`config.mk`:
```
export PLATFORM = sky130hd
export DESIGN_NAME = clock_source_reset_select
export DESIGN_NICKNAME = d
export VERILOG_FILES = /design/src/hdl/clock_source_reset_select_pkg.sv /design/src/hdl/clock_source_reset_select.sv
export SDC_FILE = /design/constraint.sdc
export NUM_CORES = 1
export LEC_CHECK = 0
export BUFFER_PORTS_ARGS = -buffer_cell sky130_fd_sc_hd__clkbuf_2
export CAP_MARGIN = 20
export CORE_AREA = 2 2 39 41
export DETAILED_ROUTE_END_ITERATION = 8
export DIE_AREA = 0 0 41 43
export MAX_ROUTING_LAYER = met4
export SLEW_MARGIN = 20
export SYNTH_ARGS = -nofsm -noshare
export SYNTH_HDL_FRONTEND = slang
export SYNTH_SLANG_ARGS = --single-unit
```
`constraint.sdc`:
```
create_clock -name clk -period 1 [get_ports clk]
set_clock_uncertainty 0.1 [all_clocks]
set_input_delay 0.15 -clock clk [delete_from_list [all_inputs] [get_ports clk]]
set_output_delay 0.15 -clock clk [all_outputs]
set_load 0.02 [all_outputs]
```
`src/hdl/clock_source_reset_select_pkg.sv`:
```
package clock_source_reset_select_pkg;

	// ****************************************************************
	// Strap encodings and PLL reference choices
	// ****************************************************************
	localparam logic [1:0] STRAP_XTAL_BOTH  = 2'h0;
	localparam logic [1:0] STRAP_XTAL_MAIN  = 2'h1;
	localparam logic [1:0] STRAP_EXT_MAIN   = 2'h2;
	localparam logic [1:0] STRAP_EXT_BOTH   = 2'h3;
	localparam logic [1:0] STRAP_RESET_VAL  = 2'h0;

	localparam logic REF_CRYSTAL = 1'h0;
	localparam logic REF_EXTERNAL = 1'h1;

	// ****************************************************************
	// Clock-output select field
	// ****************************************************************
	localparam int unsigned CLK_SEL_W = 3;
	localparam logic [2:0] SEL_MAIN_PLL = 3'h0;
	localparam logic [2:0] SEL_USB_PLL  = 3'h1;
	localparam logic [2:0] SEL_CORE     = 3'h2;
	localparam logic [2:0] SEL_SYS_BUS  = 3'h3;
	localparam logic [2:0] SEL_PERI_BUS = 3'h4;

	// ****************************************************************
	// Timing
	// ****************************************************************
	localparam int unsigned MIN_RESET_CORE_CYCLES = 4;
	localparam int unsigned RESET_STRETCH_CYCLES  = 4;
	localparam int unsigned STRETCH_W             = 3;

	// ****************************************************************
	// Carriers
	// ****************************************************************
	typedef struct packed {
		logic mainPll;
		logic usbPll;
		logic core;
		logic sysBus;
		logic periBus;
	} clock_taps_s;

	typedef struct packed {
		logic mainPllRef;
		logic usbPllRef;
	} pll_refs_s;

	typedef enum logic [2:0] {
		PWR_ON    = 3'h1,
		PWR_SLEEP = 3'h2,
		PWR_WAKE  = 3'h4
	} power_state_e;

endpackage

```
`src/hdl/clock_source_reset_select.sv`:
```
// Operation
// - Straps pick crystal or external PLL references
// - Each clock pin chooses one of five clocks
// - Reset aborts all work, defined state
// - Reset output is AND of three resets
// - Battery fault blocks wake from sleep
// - Drive core power enable from power state
`timescale 1ns/100ps
module clock_source_reset_select #(
	parameter int unsigned NUM_CLK_OUT = 2 // Clock-output pins
) (
	input  wire logic                                           clk,              // Core clock
	input  wire logic                                           reset,            // Sync reset, high
	input  wire logic                                           resetInputN,      // External reset, low
	input  wire logic                                           watchdogResetN,   // Watchdog reset, low
	input  wire logic                                           softwareResetReq, // Active low
	input  wire logic [1:0]                                     clockModeStraps,  // Mode straps
	input  wire logic                                           batteryFaultN,    // Low battery, low
	input  wire logic                                           sleepReq,         // Enter sleep
	input  wire logic                                           wakeReq,          // Wake request
	input  wire clock_source_reset_select_pkg::clock_taps_s     clockTaps,        // Source clocks
	input  wire logic [NUM_CLK_OUT*3-1:0]                       clockOutSelect,   // Select fields
	output logic [NUM_CLK_OUT-1:0]                              clockOutputPin,   // Clock outputs
	output clock_source_reset_select_pkg::pll_refs_s            pllRefs,          // PLL references
	output logic                                                resetOutputN,     // External reset
	output logic                                                corePowerEnable,  // Core supply on
	output logic                                                asleep            // In sleep
);

	// Refuse pin counts and select widths that the logic cannot serve
	generate
		if (NUM_CLK_OUT < 1 || clock_source_reset_select_pkg::CLK_SEL_W != 3) begin : g_bad_param
			$error("clock_source_reset_select: bad parameter");
		end
	endgenerate

	// ****************************************************************
	// Reset combination
	// ****************************************************************
	logic anyReset;
	assign anyReset = reset | ~resetInputN;

	logic resetOutputN_r;
	always_ff @(posedge clk) begin
		if (reset)
			resetOutputN_r <= 1'h0;
		else
			resetOutputN_r <= resetInputN & watchdogResetN & softwareResetReq;
	end
	assign resetOutputN = resetOutputN_r;

	// ****************************************************************
	// Strap capture
	// ****************************************************************
	clock_source_reset_select_pkg::pll_refs_s pllRefs_r;
	always_ff @(posedge clk) begin
		if (anyReset) begin
			case (clockModeStraps)
				clock_source_reset_select_pkg::STRAP_XTAL_BOTH: begin
					pllRefs_r <= {clock_source_reset_select_pkg::REF_CRYSTAL,
						clock_source_reset_select_pkg::REF_CRYSTAL};
				end
				clock_source_reset_select_pkg::STRAP_XTAL_MAIN: begin
					pllRefs_r <= {clock_source_reset_select_pkg::REF_CRYSTAL,
						clock_source_reset_select_pkg::REF_EXTERNAL};
				end
				clock_source_reset_select_pkg::STRAP_EXT_MAIN: begin
					pllRefs_r <= {clock_source_reset_select_pkg::REF_EXTERNAL,
						clock_source_reset_select_pkg::REF_CRYSTAL};
				end
				default: begin
					pllRefs_r <= {clock_source_reset_select_pkg::REF_EXTERNAL,
						clock_source_reset_select_pkg::REF_EXTERNAL};
				end
			endcase
		end
	end
	assign pllRefs = pllRefs_r;

	// ****************************************************************
	// Clock-output selection
	// ****************************************************************
	logic [NUM_CLK_OUT-1:0] clockOutputPin_r;
	genvar i;
	generate
		for (i = 0; i < NUM_CLK_OUT; i++) begin : g_out
			always_ff @(posedge clk) begin
				if (anyReset)
					clockOutputPin_r[i] <= 1'h0;
				else begin
					case (clockOutSelect[i*3 +: 3])
						clock_source_reset_select_pkg::SEL_MAIN_PLL:
							clockOutputPin_r[i] <= clockTaps.mainPll;
						clock_source_reset_select_pkg::SEL_USB_PLL:
							clockOutputPin_r[i] <= clockTaps.usbPll;
						clock_source_reset_select_pkg::SEL_CORE:
							clockOutputPin_r[i] <= clockTaps.core;
						clock_source_reset_select_pkg::SEL_SYS_BUS:
							clockOutputPin_r[i] <= clockTaps.sysBus;
						default:
							clockOutputPin_r[i] <= clockTaps.periBus;
					endcase
				end
			end
		end
	endgenerate
	assign clockOutputPin = clockOutputPin_r;

	// ****************************************************************
	// Power state
	// ****************************************************************
	clock_source_reset_select_pkg::power_state_e state_r;
	always_ff @(posedge clk) begin
		if (anyReset)
			state_r <= clock_source_reset_select_pkg::PWR_ON;
		else begin
			case (state_r)
				clock_source_reset_select_pkg::PWR_ON:
					if (sleepReq)
						state_r <= clock_source_reset_select_pkg::PWR_SLEEP;
				clock_source_reset_select_pkg::PWR_SLEEP:
					if (wakeReq && batteryFaultN)
						state_r <= clock_source_reset_select_pkg::PWR_WAKE;
				clock_source_reset_select_pkg::PWR_WAKE:
					state_r <= clock_source_reset_select_pkg::PWR_ON;
				default:
					state_r <= clock_source_reset_select_pkg::PWR_ON;
			endcase
		end
	end

	logic corePowerEnable_r;
	logic asleep_r;
	always_ff @(posedge clk) begin
		if (anyReset) begin
			corePowerEnable_r <= 1'h1;
			asleep_r <= 1'h0;
		end else begin
			corePowerEnable_r <= (state_r != clock_source_reset_select_pkg::PWR_SLEEP);
			asleep_r <= (state_r == clock_source_reset_select_pkg::PWR_SLEEP);
		end
	end
	assign corePowerEnable = corePowerEnable_r;
	assign asleep = asleep_r;

endmodule

```
# After elaboration in Yosys (flattened, before gate mapping)
# Index checks and enable logic that the tools add are counted.
[word_totals]
regBits = 10
inputBits = 21
output_inout_bits = 7
wordCells = 36
[op_classes]
n_eq_ne = 13
n_mux = 6
bitwise = 4
n_reduce_logical = 5
[ops]
columns = ["op", "count"]
rows = [
  ["== test 3 x 2 -> 1 bit (second input constant)", 5],
  ["== test 3 x 1 -> 1 bit (second input constant)", 3],
  ["case mux 1 bit (4 select lines)", 2],
  ["logical NOT 3 bit", 2],
  ["two-way mux 3 bit", 2],
  ["case mux 2 bit (3 select lines)", 1],
  ["case mux 3 bit (2 select lines)", 1],
  ["!= test 2 bit (second input constant)", 2],
  ["!= test 3 x 2 -> 1 bit (second input constant)", 1],
  ["AND 1 bit", 2],
  ["== test 2 x 1 -> 1 bit (second input constant)", 1],
  ["== test 2 bit (second input constant)", 1],
  ["logical NOT 2 bit", 1],
  ["AND reduction 2 bit", 1],
  ["logical AND 1 bit", 1],
  ["inverter 1 bit", 1],
  ["bitwise OR 1 bit", 1],
]

# Depth between registers and ports, before layout
# Gate-level depths: netlist (run 1).
[depth]
word_depth = 3
depth_mapped = 3

# Worst setup path after synthesis (run 1)
# OpenSTA, ideal clock, no wires.
[synth_timing]
path_kind = "input to register"
start = "input port clockOutSelect[0]"
end = "register clockOutputPin_r[0], in the netlist clockOutputPin[0]"
setup_ns = 0.121
t_arrival_ns = 0.775
t_required_ns = 0.779
setup_slack_ns = 0.004
stages = 3
n_path_buf = 0
path_cell_list = "mux4_2 -> mux2i_1 -> nor2_1"
[synth_via]
elab_chain_cells = 2
elab_cells_between_ends = 5
[synth_rtl]
columns = ["element", "line_no", "rtl"]
rows = [
  ["from (decl)", "clock_source_reset_select.sv:22", "input wire logic [NUM_CLK_OUT*3-1:0] clockOutSelect,"],
  ["== test 3 x 2 -> 1 bit (tied with other cells)", "clock_source_reset_select.sv:91", "case (clockOutSelect[i*3 +: 3])"],
  ["case mux 1 bit (4 select lines) *", "clock_source_reset_select.sv:91", ""],
  ["to (signal, indexed assignment)", "clock_source_reset_select.sv:93", "clockOutputPin_r[i] <= clockTaps.mainPll;"],
  ["to (signal, indexed assignment)", "clock_source_reset_select.sv:95", "clockOutputPin_r[i] <= clockTaps.usbPll;"],
  ["to (signal, indexed assignment)", "clock_source_reset_select.sv:97", "clockOutputPin_r[i] <= clockTaps.core;"],
  ["to (decl)", "clock_source_reset_select.sv:83", "logic [NUM_CLK_OUT-1:0] clockOutputPin_r;"],
]
# Every way passes the cells marked *; elsewhere a longest branch is shown, timed or not.
# A chain may end at the register's enable or synchronous reset.

# Final worst setup path (run 1)
[layout_timing]
start = "register pllRefs_r, in the netlist pllRefs[0]"
end = "output port pllRefs[0] (netlist name)"
[layout_rtl]
columns = ["element", "line_no", "rtl"]
rows = [
  ["from (decl)", "clock_source_reset_select.sv:55", "clock_source_reset_select_pkg::pll_refs_s pllRefs_r;"],
  ["from (signal assigned)", "clock_source_reset_select.sv:60", "pllRefs_r <= {clock_source_reset_select_pkg::REF_CRYSTAL,"],
  ["from (signal assigned)", "clock_source_reset_select.sv:64", "pllRefs_r <= {clock_source_reset_select_pkg::REF_CRYSTAL,"],
  ["from (signal assigned)", "clock_source_reset_select.sv:68", "pllRefs_r <= {clock_source_reset_select_pkg::REF_EXTERNAL,"],
  ["to (decl)", "clock_source_reset_select.sv:24", "output clock_source_reset_select_pkg::pll_refs_s pllRefs,"],
]
# No word-level cell between the ends.

==> results.sh, run 1 <==
export IMPL_synth_most_common_cell="dfxtp_1"
export IMPL_ys_ff_latch=10
export IMPL_clkSinkCount=10
export IMPL_via_per_inst=4.375
export IMPL_r2r_start="state_r[1]$_SDFFE_PP0P_"
export IMPL_violations="negative setup slack"
export IMPL_area_delta_synth_final_pct=68.60
export IMPL_drtPass1Iterations=4
export IMPL_peakVddDrop_v=0.0004057
export IMPL_p_leak_nw=0.3034
export IMPL_clockBufferDepth=2
export IMPL_synth_edff_count=2
export IMPL_async_flop_share_pct=0
export IMPL_synth_top_cells_by_count="dfxtp_1 (8), nor2_1 (4), nand2_1 (3)"
export IMPL_wl_per_cell_um=9.750
export IMPL_powerDensity_nw_per_um2=1474
export IMPL_vias=350
export IMPL_insertion_delay_ns=0.26
export IMPL_wl_um=780
export IMPL_globalplace_congestion=0.6544
export IMPL_grt_overflow=0
export IMPL_htreeDepth=1
export IMPL_rows=14
export IMPL_cp_arrival_ns=0.77
export IMPL_timing_final_crit_share_pct=102.4
export IMPL_yosysSeqAreaShare_pct=60.07
export IMPL_grt_util_all_layers_pct=10.07
export IMPL_setup_worst_path_start="pllRefs[0]$_DFFE_PP_"
export IMPL_die_area_um2=1763
export IMPL_max_stage_delay_ns=0.38
export IMPL_setup_viol=2
export IMPL_hold_viol=0
export IMPL_io_buffer_count=27
export IMPL_hold_start="batteryFaultN"
export IMPL_ios=28
export IMPL_met3_usage_pct=1.571
export IMPL_grt_antenna_before_repair=0
export IMPL_p_total_mw=0.9112
export IMPL_worstPathRequired_ns=0.75
export IMPL_slew_viol_final=0
export IMPL_whs_ns=0.02061
export IMPL_grt_pass1_wl_mm=1.090
export IMPL_met1_usage_pct=8.278
export IMPL_yosys_warnings=0
export IMPL_die_x_um=41
export IMPL_cts_tree="yes"
export IMPL_grt_max_degree=7
export IMPL_netlist_area_um2=366.6
export IMPL_rsz0062_at_grt="yes"
export IMPL_yosys_most_used_dff="dfxtp_1"
export IMPL_status="complete, but fails checks"
export IMPL_hold_path_class="primary input to flip-flop"
export IMPL_root_buffer="clkbuf_4"
export IMPL_max_freq_ghz=0.9763
export IMPL_globalRoute_busiestLayer="met2"
export IMPL_clk_pin_slew_worst_paths_ns=0.06
export IMPL_syn_instance_count=31
export IMPL_crit_slowest_cell="edfxtp_1"
export IMPL_synth_nets=52
export IMPL_crit_family="flip-flops"
export IMPL_dieHeight_um=43
export IMPL_hpwlAfterDp_um=597.3
export IMPL_fin_nets=86
export IMPL_avgSynthCellArea_um2=11.83
export IMPL_crit_type="flip-flop to primary output"
export IMPL_core_area_um2=1384
export IMPL_grtUsageMet2_pct=15.94
export IMPL_drc=0
export IMPL_numCtsBuffers=3
export IMPL_yosysTopAreaCell="dfxtp_1"
export IMPL_ant_nets=0
export IMPL_crit_chain="buf_6"
export IMPL_drtIter0Drc=8
export IMPL_cp_max_fo=1
export IMPL_diodes=0
export IMPL_start_kind="flip-flop"
export IMPL_grt_pass1_vias=333
export IMPL_yosysTopAreaCellShare_pct=43.69
export IMPL_ys_types=15
export IMPL_layout_drive_gt1_share_pct=54.69
export IMPL_slew_headroom_pct=84.71
export IMPL_initial_core_util_pct=26.49
export IMPL_fin_crit_ns=1.024
export IMPL_synth_area_leaders="dfxtp_1 (44%), edfxtp_1 (16%), mux4_2 (12%)"
export IMPL_crit_path_end_kind="primary output"
export IMPL_drv_cap=0
export IMPL_worst_slack_ns=-0.02433
export IMPL_worst_pin_slew_ns=0.2293
export IMPL_crit_buf_inv=1
layout by cell type (no fill, tap or decap):
master / synthesis / layout
buf_2: 0 / 2
and3b_1: 1 / 1
nor2b_2: 0 / 1
buf_4: 0 / 3
clkbuf_4: 0 / 3
edfxtp_1: 2 / 2
clkbuf_8: 0 / 1
nor3b_2: 0 / 1
nand2_1: 3 / 3
nor3_1: 1 / 1
mux2i_1: 2 / 2
buf_6: 0 / 2
a21oi_1: 1 / 1
dlygate4sd3_1: 0 / 4
o21ai_0: 1 / 1
clkbuf_2: 0 / 20
mux4_2: 2 / 2
nand2b_1: 1 / 1
dfxtp_1: 8 / 8
inv_1: 1 / 1
nor2_1: 4 / 4
final cells by class:
type | count | area [um2]
timing repair buffer | 31 | 195.2
sequential | 10 | 220.2
inverter | 1 | 3.754
multi-input combinational | 18 | 142.6
fill | 132 | 765.7
tap | 16 | 20.02
clock buffer | 4 | 36.28
final timing paths:
kind,to,slack (ns),cells past startpoint
worst min-delay path,state_r[2]$_SDFFE_PP0P_,0.02,3
worst min register to register,state_r[1]$_SDFFE_PP0P_,0.36,1
worst max-delay path,pllRefs[0],-0.02,1
worst max register to register,state_r[1]$_SDFFE_PP0P_,0.10,3
layer usage:
layer	up-vias	share of wire, %
met5	-	0
met4	0	2.4
met3	2	12
met2	24	50
met1	151	35
li1	173	-
where the power goes:
part / switching (mW) / total, mW / internal, mW
registers: 0.00537 / 0.434 / 0.428
logic: 0.0525 / 0.131 / 0.0785
clock network: 0.126 / 0.346 / 0.220
total: 0.184 / 0.911 / 0.727
per-stage QoR:
step | instances | instance area (um2) | util, % | worst slack [ns] | setup TNS (ns)
3_3_place_gp | 72 | 514.2 | 37.16 | -0.1351 | -0.2484
2_1_floorplan | 31 | 366.6 | - | 0.004353 | 0
6_report | 80 | 618.1 | 44.67 | -0.02433 | -0.03931
4_1_cts | 80 | 590.6 | 42.68 | -0.03478 | -0.06673
5_1_grt | 80 | 618.1 | 44.67 | -0.06213 | -0.1113
3_5_place_dp | 72 | 514.2 | 37.16 | -0.1407 | -0.2739
registers in the layout, summed over array words and instances (netlist names):
signal           count
asleep               1
corePowerEnable      1
clockOutputPin       2
pllRefs              2
state_r              3
resetOutputN         1
timing repair:
item                                    CTS  global route
resized for setup                         0            16
endpoints found under the setup margin    2             9
pin swaps                                 0             0
endpoints found under the hold margin     3             0
hold buffers                              4             0
buffers inserted                          0             0
logic make-up (layout without fill, tap and decap cells):
logic type      count (synthesis)  in the layout  share of synthesized area [%]
simple gates                   12             12                          16.38
flops                          10             10                          60.07
mux                             4              4                          17.75
buf+inv                         3             36                          3.071
compound gates                  2              2                          2.728
(Power assumes the default switching activity.)
==> run 2: changes to the inputs <==
GPL_TIMING_DRIVEN = 0   (was default)
==> results.sh, run 2 (same netlist as run 1, synthesis figures left out) <==
export IMPL_initial_core_util_pct=26.49
export IMPL_top_register="state_r"
export IMPL_seq_power_share_pct=51.3
export IMPL_hold_end="state_r[2]$_SDFFE_PP0P_"
export IMPL_drv_cap=0
export IMPL_start_kind="flip-flop"
export IMPL_p_int_mw=0.6559
export IMPL_p_leak_nw=0.2941
export IMPL_rsz0062_at_grt="yes"
export IMPL_vias=344
export IMPL_largest_register_ffs=3
export IMPL_core_area_um2=1384
export IMPL_p_sw_mw=0.1923
export IMPL_grt_antenna_before_repair=0
export IMPL_powerDensity_nw_per_um2=1381
export IMPL_r2r_start="state_r[1]$_SDFFE_PP0P_"
export IMPL_clockBufferDepth=2
export IMPL_setup_tns_ns=-0.07019
export IMPL_drtPass1Iterations=2
export IMPL_placed_cells_incl_taps=72
export IMPL_peakVddDrop_v=0.0004035
export IMPL_holdPathStages=3
export IMPL_clkSinkCount=10
export IMPL_grt_max_degree=7
export IMPL_grt_overflow=0
export IMPL_grt_pass1_vias=364
export IMPL_dieHeight_um=43
export IMPL_violations="negative setup slack"
export IMPL_hold_start="batteryFaultN"
export IMPL_power_switching_share_pct=22.67
export IMPL_numCtsBuffers=3
export IMPL_htreeDepth=1
export IMPL_worstPathRequired_ns=0.75
export IMPL_rows=14
export IMPL_slew_headroom_pct=84.36
export IMPL_mostFrequentLayoutCell="clkbuf_2"
export IMPL_hpwlAfterDp_um=580.2
export IMPL_crit_chain="buf_6"
export IMPL_worst_pin_slew_ns=0.2347
export IMPL_rr_endpoint="state_r[1]$_SDFFE_PP0P_"
export IMPL_grt_pass1_wl_mm=1.166
export IMPL_diodes=0
export IMPL_p_comb_share_pct=16.1
export IMPL_setup_viol=2
export IMPL_worst_slack_ns=-0.04136
export IMPL_ff2ff_path_depth=3
export IMPL_die_area_um2=1763
export IMPL_timing_final_crit_share_pct=104.1
export IMPL_final_cell_mix="clkbuf_2 (18), dfxtp_1 (8), nor2_1 (4), dlygate4sd3_1 (4), buf_4 (4)"
export IMPL_die_x_um=41
export IMPL_fin_nets=86
export IMPL_globalplace_congestion=0.6664
export IMPL_crit_path_end_kind="primary output"
export IMPL_cp_arrival_ns=0.79
export IMPL_crit_family="flip-flops"
export IMPL_setup_worst_path_start="pllRefs[0]$_DFFE_PP_"
export IMPL_wl_um=792
export IMPL_crit_buf_inv=1
export IMPL_rrSetupSlack_ns=0.07
export IMPL_drc=0
export IMPL_root_buffer="clkbuf_4"
export IMPL_fin_cells=80
export IMPL_via_per_inst=4.300
export IMPL_hold_path_class="primary input to flip-flop"
export IMPL_fin_crit_ns=1.041
export IMPL_ant_nets=0
export IMPL_max_freq_ghz=0.9603
export IMPL_io_buffer_count=25
export IMPL_drtIter0Drc=1
export IMPL_post_place_ws_ns=-0.1591
export IMPL_layout_drive_gt1_share_pct=50.00
export IMPL_pwr_share_clk_pct=32.6
export IMPL_whs_ns=0.01423
export IMPL_wl_per_cell_um=9.900
export IMPL_insertion_delay_ns=0.26
export IMPL_post_cts_buffers=0
export IMPL_slew_viol_final=0
export IMPL_grt_util_all_layers_pct=10.56
export IMPL_crit_type="flip-flop to primary output"
export IMPL_hold_viol=0
export IMPL_clk_pin_slew_worst_paths_ns=0.06
export IMPL_crit_slowest_cell="edfxtp_1"
export IMPL_cts_tree="yes"
export IMPL_area_delta_synth_final_pct=67.58
export IMPL_ios=28
export IMPL_status="complete, but fails checks"
export IMPL_cp_max_fo=1
export IMPL_max_stage_delay_ns=0.39
-- run 2: cell count changes in the layout (fill, tap and decap cells not counted), sizes merged --
cell,change
clkinv,+1
clkbuf,-1
-- run 2: worst max-delay path by stage --
stage | to | slack (ns) | cells past startpoint
after detailed placement | clockOutputPin[0]$_SDFF_PP0_ | -0.16 | 4
after global routing | pllRefs[0] | -0.08 | 1
after floorplan | clockOutputPin[0]$_SDFF_PP0_ | 0.004 | 3
after CTS | pllRefs[0] | -0.04 | 1
final | pllRefs[0] | -0.04 | 1
after global placement | clockOutputPin[0]$_SDFF_PP0_ | -0.13 | 4
-- run 2: power by group through the flow --
| stage | combinational, mW | sequential, mW | clock, mW |
|---|---|---|---|
| after detailed placement | 0.111 | 0.442 | 0 |
| after global placement | 0.109 | 0.442 | 0 |
| final | 0.137 | 0.435 | 0.276 |
| after floorplan | 0.0392 | 0.459 | 0 |
| after global routing | 0.150 | 0.437 | 0.312 |
| after CTS | 0.124 | 0.433 | 0.288 |
-- run 2: repair_timing --
action,CTS,global route
setup endpoints to repair,3,8
hold endpoints to repair,3,0
resized for setup,1,18
hold buffers,4,0
-- run 2: routing by layer --
| metal | routed length [um] | GRT usage (%) |
|---|---|---|
| met1 | 265 | 7.541 |
| met2 | 423 | 19.06 |
| met3 | 90 | 1.571 |
| met4 | 12 | 10.00 |
| met5 | 0 | - |
-- run 2: layout make-up --
cell class / instances / area (um2)
multi-input combinational: 18 / 142.6
sequential: 10 / 220.2
tap: 16 / 20.02
timing repair buffer: 29 / 193.9
clock buffer: 3 / 22.52
buffer: 2 / 7.507
fill: 137 / 769.5
clock inverter: 1 / 3.754
inverter: 1 / 3.754
-- run 2: through the flow --
step | util (%) | cell area [um2] | total power, mW
after floorplan | - | 366.6 | 0.4982
after global placement | 36.98 | 511.7 | 0.5510
after detailed placement | 36.98 | 511.7 | 0.5532
after CTS | 41.95 | 580.6 | 0.8455
after global routing | 44.39 | 614.3 | 0.8992
final | 44.39 | 614.3 | 0.8482
